## src/tls_pkg.sv

```systemverilog
// constants, encodings and carrier types of the travel limit supervisor
// assumes a single 10 MHz system clock and an AXI4-Lite register bus
`default_nettype none
package tls_pkg;
  localparam int          TLS_AXES          = 4;
  localparam int          TLS_ADDR_W        = 8;
  localparam int          TLS_IRQ_W         = 6;
  localparam int          TLS_CLK_HZ        = 10_000_000;
  // register byte offsets
  localparam logic [7:0]  TLS_OFF_CTRL      = 8'h00;
  localparam logic [7:0]  TLS_OFF_POLAR     = 8'h04;
  localparam logic [7:0]  TLS_OFF_STATUS    = 8'h08;
  localparam logic [7:0]  TLS_OFF_IRQ_STAT  = 8'h0C;
  localparam logic [7:0]  TLS_OFF_IRQ_MASK  = 8'h10;
  localparam logic [7:0]  TLS_OFF_ERRQ      = 8'h14;
  // control field positions
  localparam int          TLS_CTRL_SENSE    = 0;
  localparam int          TLS_CTRL_TERM     = 1;
  localparam int          TLS_CTRL_AUTO     = 3;
  localparam int          TLS_CTRL_SRST     = 4;
  // status field positions
  localparam int          TLS_ST_SENSE      = 0;
  localparam int          TLS_ST_FAULT      = 1;
  localparam int          TLS_ST_RUN        = 2;
  localparam int          TLS_ST_LEVEL      = 4;
  localparam int          TLS_ST_ACTIVE     = 12;
  // interrupt bits: 3..0 limit event per axis
  localparam int          TLS_IRQ_INIT      = 4;
  localparam int          TLS_IRQ_AUTO      = 5;
  // error queue fields
  localparam int          TLS_ERRQ_CNT      = 4;
  localparam logic [3:0]  TLS_ERR_NONE      = 4'h0;
  localparam logic [3:0]  TLS_ERR_INIT      = 4'h1;
  localparam logic [3:0]  TLS_ERR_AUTO      = 4'h2;
  localparam logic [3:0]  TLS_ERR_CNT_MAX   = 4'hF;
  // termination codes
  localparam logic [1:0]  TLS_TERM_PULL_UP  = 2'h0;
  localparam logic [1:0]  TLS_TERM_PULL_DN  = 2'h1;
  localparam logic [1:0]  TLS_TERM_NONE     = 2'h2;
  localparam logic [1:0]  TLS_TERM_DEFAULT  = 2'h3;
  // reset values
  localparam logic        TLS_RST_SENSE     = 1'b1;
  localparam logic [1:0]  TLS_RST_TERM      = TLS_TERM_PULL_UP;
  localparam logic [7:0]  TLS_RST_POLAR     = 8'h00;
  localparam logic [5:0]  TLS_RST_MASK      = 6'h00;
  localparam logic [31:0] TLS_RD_ZERO       = 32'h0000_0000;
  // sync depth plus one spare cycle before the power-on capture
  localparam logic [1:0]  TLS_SETTLE_CYCLES = 2'h3;
  localparam logic [1:0]  TLS_RESP_OKAY     = 2'h0;
  localparam logic [1:0]  TLS_RESP_SLVERR   = 2'h2;

  typedef enum logic [1:0]
  {
    TLS_INIT = 2'b00,
    TLS_RUN  = 2'b01
  } tls_top_st_t;

  typedef enum logic [1:0]
  {
    TLS_AX_IDLE = 2'b00,
    TLS_AX_BACK = 2'b01
  } tls_axis_st_t;

  // one bit per line: neg lines in the upper nibble
  typedef struct packed
  {
    logic [TLS_AXES-1:0] neg;
    logic [TLS_AXES-1:0] pos;
  } tls_lines_t;

  typedef struct packed
  {
    logic stop;
    logic trap;
    logic move;
    logic dir_pos;
    logic restore;
    logic hold;
  } tls_motion_t;
endpackage : tls_pkg
`default_nettype wire

```

## src/tls_sync.sv

```systemverilog
// two-stage synchroniser for the limit switch lines
// assumes inputs may change at any time relative to aclk
`timescale 1ns/1ps
`default_nettype none
module tls_sync
  import tls_pkg::*;
#(
  parameter int W = 8
)
(
  input  wire logic         aclk,
  input  wire logic         aresetn,
  input  wire logic [W-1:0] d_in,
  output var  logic [W-1:0] q_out
);
  typedef struct packed
  {
    logic [W-1:0] s1;
    logic [W-1:0] s2;
  } tls_sync_st_t;

  tls_sync_st_t q;
  tls_sync_st_t d;

  always_comb
  begin
    d    = q;
    d.s1 = d_in;
    d.s2 = q.s1;
  end

  always_ff @(posedge aclk)
  begin
    if (!aresetn)
      q <= '0;
    else
      q <= d;
  end

  assign q_out = q.s2;
endmodule : tls_sync
`default_nettype wire

```

## src/tls_travel_limit_supervisor.sv

```systemverilog
// travel limit supervisor: four axes, two limit lines each, AXI4-Lite slave
// assumes limit lines are raw switch levels and motion commands go to a profiler
//
// Our own choices: the register offsets and the AXI4-Lite slave port.
`timescale 1ns/1ps
`default_nettype none
module tls_travel_limit_supervisor
  import tls_pkg::*;
(
  input  wire logic                  aclk,
  input  wire logic                  aresetn,
  input  wire logic [TLS_ADDR_W-1:0] s_axi_awaddr,
  input  wire logic                  s_axi_awvalid,
  output var  logic                  s_axi_awready,
  input  wire logic [31:0]           s_axi_wdata,
  input  wire logic [3:0]            s_axi_wstrb,
  input  wire logic                  s_axi_wvalid,
  output var  logic                  s_axi_wready,
  output var  logic [1:0]            s_axi_bresp,
  output var  logic                  s_axi_bvalid,
  input  wire logic                  s_axi_bready,
  input  wire logic [TLS_ADDR_W-1:0] s_axi_araddr,
  input  wire logic                  s_axi_arvalid,
  output var  logic                  s_axi_arready,
  output var  logic [31:0]           s_axi_rdata,
  output var  logic [1:0]            s_axi_rresp,
  output var  logic                  s_axi_rvalid,
  input  wire logic                  s_axi_rready,
  input  wire tls_lines_t            limit_in,
  output var  logic                  term_pull_up,
  output var  logic                  term_pull_down,
  output var  tls_motion_t [TLS_AXES-1:0] motion_cmd,
  output var  logic                  irq
);
  typedef struct packed
  {
    tls_top_st_t                      top;
    logic [1:0]                       settle;
    logic                             aw_got;
    logic [TLS_ADDR_W-1:0]            aw_addr;
    logic                             w_got;
    logic [31:0]                      wdata;
    logic                             wlane0;
    logic                             awready;
    logic                             wready;
    logic                             bvalid;
    logic [1:0]                       bresp;
    logic                             arready;
    logic                             rvalid;
    logic [31:0]                      rdata;
    logic [1:0]                       rresp;
    logic                             sense_en;
    logic [1:0]                       term;
    tls_lines_t                       polar;
    tls_lines_t                       trip_prev;
    logic                             init_fault;
    logic [TLS_IRQ_W-1:0]             irq_stat;
    logic [TLS_IRQ_W-1:0]             irq_mask;
    logic [3:0]                       err_code;
    logic [3:0]                       err_cnt;
    tls_axis_st_t [TLS_AXES-1:0]      ax;
    logic [TLS_AXES-1:0]              ax_neg;
    tls_motion_t [TLS_AXES-1:0]       mot;
    logic                             pull_up;
    logic                             pull_dn;
    logic                             irq;
  } tls_state_t;

  tls_state_t q;
  tls_state_t d;
  tls_state_t keep;
  tls_lines_t lv;
  tls_lines_t tripped;
  tls_lines_t rise;
  logic       wr_fire;
  logic       wr_ctrl;
  logic       mismatch;

  function automatic logic tls_mapped(input logic [TLS_ADDR_W-1:0] a);
    tls_mapped = (a == TLS_OFF_CTRL) || (a == TLS_OFF_POLAR) || (a == TLS_OFF_STATUS)
              || (a == TLS_OFF_IRQ_STAT) || (a == TLS_OFF_IRQ_MASK) || (a == TLS_OFF_ERRQ);
  endfunction : tls_mapped

  function automatic tls_state_t tls_defaults();
    tls_state_t s;
    s          = '0;
    s.top      = TLS_INIT;
    s.sense_en = TLS_RST_SENSE;
    s.term     = TLS_RST_TERM;
    s.polar    = TLS_RST_POLAR;
    s.irq_mask = TLS_RST_MASK;
    s.err_code = TLS_ERR_NONE;
    s.pull_up  = 1'b1;
    s.awready  = 1'b1;
    s.wready   = 1'b1;
    s.arready  = 1'b1;
    for (int i = 0; i < TLS_AXES; i++)
      s.ax[i] = TLS_AX_IDLE;
    tls_defaults = s;
  endfunction : tls_defaults

  tls_sync #(.W(2 * TLS_AXES)) u_sync
  (
    .aclk    (aclk),
    .aresetn (aresetn),
    .d_in    (limit_in),
    .q_out   (lv)
  );

  // tripped when the synced level equals the programmed tripped level
  assign tripped  = ~(lv ^ q.polar);
  assign rise     = (q.top == TLS_RUN) ? (tripped & ~q.trip_prev) : '0;
  assign mismatch = |(lv.pos ^ lv.neg);
  assign wr_fire  = q.aw_got && q.w_got && !q.bvalid;
  assign wr_ctrl  = wr_fire && q.wlane0 && (q.aw_addr == TLS_OFF_CTRL);

  always_comb
  begin
    keep = '0;
    d    = q;
    for (int i = 0; i < TLS_AXES; i++)
    begin
      d.mot[i].stop    = 1'b0;
      d.mot[i].restore = 1'b0;
    end
    // bus capture, address and data taken in either order
    if (s_axi_awvalid && q.awready)
    begin
      d.aw_got  = 1'b1;
      d.aw_addr = s_axi_awaddr & ~8'h03;
    end
    if (s_axi_wvalid && q.wready)
    begin
      d.w_got  = 1'b1;
      d.wdata  = s_axi_wdata;
      d.wlane0 = s_axi_wstrb[0];
    end
    if (q.bvalid && s_axi_bready)
      d.bvalid = 1'b0;
    if (wr_fire)
    begin
      d.aw_got = 1'b0;
      d.w_got  = 1'b0;
      d.bvalid = 1'b1;
      d.bresp  = tls_mapped(q.aw_addr) ? TLS_RESP_OKAY : TLS_RESP_SLVERR;
      if (q.wlane0)
      begin
        case (q.aw_addr)
          TLS_OFF_CTRL:
          begin
            d.sense_en = q.wdata[TLS_CTRL_SENSE];
            d.term     = q.wdata[TLS_CTRL_TERM +: 2];
          end
          TLS_OFF_POLAR:    d.polar    = q.wdata[7:0];
          TLS_OFF_IRQ_STAT: d.irq_stat = q.irq_stat & ~q.wdata[TLS_IRQ_W-1:0];
          TLS_OFF_IRQ_MASK: d.irq_mask = q.wdata[TLS_IRQ_W-1:0];
          default:          d.irq_mask = d.irq_mask;
        endcase
      end
    end
    if (q.rvalid && s_axi_rready)
      d.rvalid = 1'b0;
    if (s_axi_arvalid && q.arready)
    begin
      d.rvalid = 1'b1;
      d.rresp  = tls_mapped(s_axi_araddr & ~8'h03) ? TLS_RESP_OKAY : TLS_RESP_SLVERR;
      d.rdata  = TLS_RD_ZERO;
      case (s_axi_araddr & ~8'h03)
        TLS_OFF_CTRL:
        begin
          d.rdata[TLS_CTRL_SENSE]   = q.sense_en;
          d.rdata[TLS_CTRL_TERM +: 2] = q.term;
        end
        TLS_OFF_POLAR:    d.rdata[7:0] = q.polar;
        TLS_OFF_STATUS:
        begin
          d.rdata[TLS_ST_SENSE] = q.sense_en;
          d.rdata[TLS_ST_FAULT] = q.init_fault;
          d.rdata[TLS_ST_RUN]   = (q.top == TLS_RUN);
          d.rdata[TLS_ST_LEVEL +: 8] = lv;
          for (int i = 0; i < TLS_AXES; i++)
            d.rdata[TLS_ST_ACTIVE + i] = (q.ax[i] == TLS_AX_BACK);
        end
        TLS_OFF_IRQ_STAT: d.rdata[TLS_IRQ_W-1:0] = q.irq_stat;
        TLS_OFF_IRQ_MASK: d.rdata[TLS_IRQ_W-1:0] = q.irq_mask;
        TLS_OFF_ERRQ:
        begin
          // reading drains the queue; a push in the same cycle survives
          d.rdata[3:0]              = q.err_code;
          d.rdata[TLS_ERRQ_CNT +: 4] = q.err_cnt;
          d.err_code                = TLS_ERR_NONE;
          d.err_cnt                 = 4'h0;
        end
        default:          d.rdata = TLS_RD_ZERO;
      endcase
    end
    // supervisor sequencing; events set after clears so they win
    case (q.top)
      TLS_INIT:
      begin
        if (q.settle != TLS_SETTLE_CYCLES)
          d.settle = q.settle + 2'h1;
        else
        begin
          d.polar     = ~lv;
          d.trip_prev = '0;
          d.top       = TLS_RUN;
          if (mismatch)
          begin
            d.sense_en               = 1'b0;
            d.init_fault             = 1'b1;
            d.irq_stat[TLS_IRQ_INIT] = 1'b1;
            d.err_code               = TLS_ERR_INIT;
            d.err_cnt                = (d.err_cnt == TLS_ERR_CNT_MAX) ? d.err_cnt
                                                                   : d.err_cnt + 4'h1;
          end
        end
      end
      TLS_RUN:
      begin
        d.trip_prev = tripped;
        for (int i = 0; i < TLS_AXES; i++)
          if (rise.pos[i] || rise.neg[i])
            d.irq_stat[i] = 1'b1;
        if (wr_ctrl && q.wdata[TLS_CTRL_AUTO])
        begin
          // polarity left untouched on purpose: only report
          d.irq_stat[TLS_IRQ_AUTO] = 1'b1;
          d.err_code               = TLS_ERR_AUTO;
          d.err_cnt                = (d.err_cnt == TLS_ERR_CNT_MAX) ? d.err_cnt
                                                                 : d.err_cnt + 4'h1;
        end
      end
      default: d.top = TLS_INIT;
    endcase
    // per-axis back-off; runs on to release even if sensing is switched off
    for (int i = 0; i < TLS_AXES; i++)
    begin
      case (q.ax[i])
        TLS_AX_IDLE:
        begin
          if (q.sense_en && (rise.pos[i] || rise.neg[i]))
          begin
            d.ax[i]          = TLS_AX_BACK;
            d.ax_neg[i]      = rise.neg[i];
            d.mot[i].stop    = 1'b1;
            d.mot[i].trap    = 1'b1;
            d.mot[i].move    = 1'b1;
            d.mot[i].dir_pos = rise.neg[i];
            d.mot[i].hold    = 1'b0;
          end
        end
        TLS_AX_BACK:
        begin
          if (q.ax_neg[i] ? !tripped.neg[i] : !tripped.pos[i])
          begin
            d.ax[i]          = TLS_AX_IDLE;
            d.mot[i].stop    = 1'b1;
            d.mot[i].move    = 1'b0;
            d.mot[i].trap    = 1'b0;
            d.mot[i].restore = 1'b1;
            d.mot[i].hold    = 1'b1;
          end
        end
        default: d.ax[i] = TLS_AX_IDLE;
      endcase
    end
    // software reset keeps only the bus handshake in flight
    if (wr_ctrl && q.wdata[TLS_CTRL_SRST])
    begin
      keep = d;
      d    = tls_defaults();
      d.aw_got  = keep.aw_got;
      d.aw_addr = keep.aw_addr;
      d.w_got   = keep.w_got;
      d.wdata   = keep.wdata;
      d.wlane0  = keep.wlane0;
      d.bvalid  = keep.bvalid;
      d.bresp   = keep.bresp;
      d.rvalid  = keep.rvalid;
      d.rdata   = keep.rdata;
      d.rresp   = keep.rresp;
    end
    d.pull_up = (d.term == TLS_TERM_PULL_UP) || (d.term == TLS_TERM_DEFAULT);
    d.pull_dn = (d.term == TLS_TERM_PULL_DN);
    d.irq     = |(d.irq_stat & d.irq_mask);
    d.awready = !d.aw_got && !d.bvalid;
    d.wready  = !d.w_got && !d.bvalid;
    d.arready = !d.rvalid;
  end

  always_ff @(posedge aclk)
  begin
    if (!aresetn)
      q <= tls_defaults();
    else
      q <= d;
  end

  assign s_axi_awready  = q.awready;
  assign s_axi_wready   = q.wready;
  assign s_axi_bvalid   = q.bvalid;
  assign s_axi_bresp    = q.bresp;
  assign s_axi_arready  = q.arready;
  assign s_axi_rvalid   = q.rvalid;
  assign s_axi_rdata    = q.rdata;
  assign s_axi_rresp    = q.rresp;
  assign term_pull_up   = q.pull_up;
  assign term_pull_down = q.pull_dn;
  assign motion_cmd     = q.mot;
  assign irq            = q.irq;
endmodule : tls_travel_limit_supervisor
`default_nettype wire

```

## config.mk

```make
export PLATFORM = sky130hd
export DESIGN_NAME = tls_travel_limit_supervisor
export DESIGN_NICKNAME = d
export VERILOG_FILES = /design/src/tls_pkg.sv /design/src/tls_sync.sv /design/src/tls_travel_limit_supervisor.sv
export SDC_FILE = /design/constraint.sdc
export NUM_CORES = 1
export LEC_CHECK = 0
export ABC_AREA = 1
export ABC_CLOCK_PERIOD_IN_PS = 2550
export BUFFER_PORTS_ARGS = -buffer_cell sky130_fd_sc_hd__buf_4
export CAP_MARGIN = 5
export CELL_PAD_IN_SITES_DETAIL_PLACEMENT = 1
export CELL_PAD_IN_SITES_GLOBAL_PLACEMENT = 2
export CORE_MARGIN = 2
export CORE_UTILIZATION = 30
export CTS_CLUSTER_SIZE = 10
export DETAILED_ROUTE_END_ITERATION = 16
export PLACE_DENSITY = 0.84
export SLEW_MARGIN = 10
export SYNTH_ARGS = -nofsm -noshare
export SYNTH_HDL_FRONTEND = slang
export SYNTH_SLANG_ARGS = --single-unit
export TNS_END_PERCENT = 100
```

## constraint.sdc

```tcl
create_clock -name aclk -period 2.55 [get_ports aclk]
set_clock_uncertainty 0.15 [all_clocks]
set_input_delay 0.255 -clock aclk [delete_from_list [all_inputs] [get_ports aclk]]
set_output_delay 0.255 -clock aclk [all_outputs]
set_load 0.1 [all_outputs]
```

==> results.tsv <==
stage	metric	value	unit
run_status	outcome	finished clean	
detailed_routing	wire per inst	15.1	um
floorplan	Starting Density	30.3	%
detailed_routing	DRC	0	
power_and_ir_drop	Flop pwr share	36.9	%
worst_setup_path	endpoint class of the critical path	register	
timing	Pins Over Slew Limit	0	
synth	EDFF count, synth	0	
synth	top_reg_cell synth	dfxtp_1	
synth	fraction of registers with async set/reset	0	%
placed_design	dpl ws	299	ps
floorplan	die area	19800	um2
global_routing	global-route wire length before repair	26.8	mm
clock_tree	Clk Latency, worst-skew pair	420	ps
timing	total negative slack	0	ps
detailed_routing	DRT antenna net count	0	
synth	sequential area share after synthesis	44.9	%
global_routing	largest net degree at the start of global routing	32	
power_and_ir_drop	Power Total	6.39	mW
worst_setup_path	Critical Path, Cell by Cell	inv_1 -> nand4_4 -> nor2_1 -> a22oi_1 -> nor2_1 -> ha_1 -> or2_2	
floorplan	IO Count	135	
floorplan	Die W	141	um
power_and_ir_drop	Sw Pwr	2.38	mW
worst_setup_path	Setup crit start kind	register	
synth	top cells by area, synth	dfxtp_1 45%, nand2_1 10%, buf_4 8.0%, a21oi_1 7.0%, inv_1 6.4%	
synth	Seq cells post-synth	126	
placed_design	DP HPWL	12.0	mm
synth	Cell variety after synth	38	
detailed_routing	final wirelength	16.4	mm
worst_setup_path	worst-path fanout max	10	
synth	mean post-synth cell area	7.37	um2
global_routing	initial antenna violation count	0	
worst_hold_path	Hold Crit Class	input port to register	
clock_tree	Post-CTS Setup Inserts	0	
power_and_ir_drop	Sw Ratio	37.3	%
power_and_ir_drop	Clk pwr share	36.4	%
global_routing	gr usage total	17.4	%
clock_tree	clk buf depth	2	
worst_setup_path	CP delay by family, top	simple AND/OR/NAND/NOR gates	
clock_tree	clk sinks	126	
detailed_routing	vias	4966	
placed_design	port bufs	85	
worst_setup_path	Req. time, crit path	2710	ps
detailed_routing	drt first pass iters	4	
timing	Slew HR	63.7	%
clock_tree	# H-tree levels	4	
clock_tree	register clock-pin slew on the reported worst setup and hold paths	60	ps
timing	Final period util	83.6	%
synth	Post-Syn Area	5610	um2
run	max-cap violations	0	
clock_tree	CTS root buffer	clkbuf_16	
power_and_ir_drop	Cell Int Power	4.01	mW
timing	Setup Viol. Count Final	0	
detailed_routing	DR vias/cell	4.58	
timing	Hold Vio Cnt, Final	0	
timing	final worst setup slack	417	ps
synth	Syn Inst Count	761	
power_and_ir_drop	worst vdd ir	0.530	mV
clock_tree	CTS Buf Count	17	
worst_setup_path	Worst EP arrival	2290	ps
timing	actual slew at the worst max-slew pin	543	ps
cells_and_area	Layout area overhead	24.0	%
worst_setup_path	crit-path most repeated cell	nor2_1	
cells_and_area	layout cell share with drive strength beyond 1	17.6	%
cells_and_area	Diodes inserted	0	
power_and_ir_drop	Pleak	3.09	nW
global_routing	total grt overflow	0	
floorplan	die height	141	um
timing	highest clock rate	469	MHz
global_routing	vias in the first global route	5089	
worst_setup_path	Largest stage delay, worst path	360	ps
floorplan	row count	50	
synth	yosys warns	0	
worst_setup_path	CP bufs+invs	1	
clock_tree	clock tree from TritonCTS	yes	
cells_and_area	final-stage net count	907	
synth	largest area contributor in the netlist	dfxtp_1	
power_and_ir_drop	pwr/cell area	918	nW/um2
clock_tree	post-CTS sizing	0	
placed_design	GPL Wtd Cong	0.840	
floorplan	core area	18500	um2
timing	RSZ-0062 raised after global routing	no	
detailed_routing	DR iter-0 viols	218	
worst_setup_path	Setup CP Type	register to register	
synth	top-area cell type share of the netlist area	44.9	%
worst_setup_path	slowest library cell on the worst path	nor2_1	
timing	Period minus WS final	2130	ps
power_and_ir_drop	Comb power frac	26.7	%
[power by group through the flow]
stage,sequential (mW),combinational (mW),clock (mW)
floorplan,2.39,1.39,0
global placement,2.39,1.66,0
detailed placement,2.40,1.68,0
CTS,2.36,1.72,2.37
global route,2.39,1.84,2.47
finish,2.36,1.70,2.33
[what timing repair did]
item,in CTS,in global routing
hold buffers,22,0
endpoints found under the setup margin,0,0
hold endpoints to repair,22,0
[cell usage after synthesis, types with 2 or more instances]
| cell | instances |
|---|---|
| nand4_1 | 4 |
| nand3b_1 | 6 |
| ha_1 | 3 |
| nor2_1 | 89 |
| buf_2 | 6 |
| o21ai_0 | 64 |
| nor2_2 | 4 |
| a41oi_1 | 2 |
| nor4_1 | 2 |
| nand3_1 | 16 |
| buf_6 | 2 |
| clkbuf_1 | 10 |
| nand2_1 | 149 |
| xnor2_1 | 2 |
| inv_2 | 3 |
| nor3_1 | 2 |
| a22oi_1 | 2 |
| a21oi_1 | 78 |
| buf_4 | 60 |
| clkinv_1 | 2 |
| a31o_2 | 4 |
| inv_1 | 95 |
| buf_1 | 2 |
| nor2_4 | 2 |
| or2_2 | 2 |
| xor2_1 | 4 |
| o22ai_1 | 10 |
| dfxtp_1 | 126 |
[flip-flops by register name, summed over array words and instances (netlist names)]
signal          flops
q                  67
motion_cmd         17
s_axi_rdata        16
u_sync.d            8
u_sync.q_out        8
irq                 1
s_axi_arready       1
s_axi_awready       1
s_axi_bresp         1
s_axi_bvalid        1
s_axi_rresp         1
s_axi_rvalid        1
s_axi_wready        1
term_pull_down      1
term_pull_up        1
[worst min-delay path, stage by stage]
cell and delay, ps:
buf_4 80, o21ai_0 80, a21oi_1 120
[final timing paths]
kind	startpoint	endpoint	slack, ps	depth (start not counted)
min	s_axi_wdata[2]	q[123]	7	3
max	s_axi_bvalid	term_pull_up	420	7
min reg2reg	u_sync.d[7]	u_sync.q_out[7]	260	2
max reg2reg	s_axi_bvalid	term_pull_up	420	7
[cells by family after synthesis]
logic type,count (synthesis),synth area share (%)
simple gates,282,21.5
buf+inv,180,16.5
compound gates,162,15.2
flops,126,44.9
xor+xnor,6,0.936
fa+ha+maj,3,0.669
other cells,1,0.0668
mux,1,0.178
[cell usage in the layout (no fill, tap or decap), types with 6 or more instances in the layout]
| master | count |
|---|---|
| nand2_1 | 149 |
| dfxtp_1 | 125 |
| buf_4 | 97 |
| inv_1 | 95 |
| nor2_1 | 89 |
| a21oi_1 | 78 |
| o21ai_0 | 64 |
| dlygate4sd3_1 | 22 |
| conb_1 | 18 |
| clkbuf_16 | 17 |
| nand3_1 | 16 |
| o22ai_1 | 10 |
| nand3b_1 | 6 |
[layer usage]
metal / GRT usage [%] / routed length (um)
met3: 4.38 / 853
met5: 0 / 0
met1: 22.4 / 7580
met4: 5.42 / 216
met2: 28.8 / 7730
[area by class of cell]
type	count	area, um2
Inverter	100	375
Fill cell	2298	11600
Tap cell	234	293
Timing Repair Buffer	120	968
Sequential cell	126	2520
Clock buffer	20	457
Clock inverter	12	114
Multi-Input combinational cell	472	2230
[through the flow]
stage / util, % / hold slack [ps] / cell area [um2] / instances
2_1_floorplan: - / 203 / 5680 / 778
3_3_place_gp: 33.3 / 244 / 6170 / 1030
3_5_place_dp: 33.3 / 250 / 6170 / 1030
4_1_cts: 37.6 / 10.8 / 6960 / 1084
5_1_grt: 37.6 / 27.3 / 6960 / 1084
6_report: 37.6 / 7.34 / 6960 / 1084
Power figures use the tool's default switching activity.
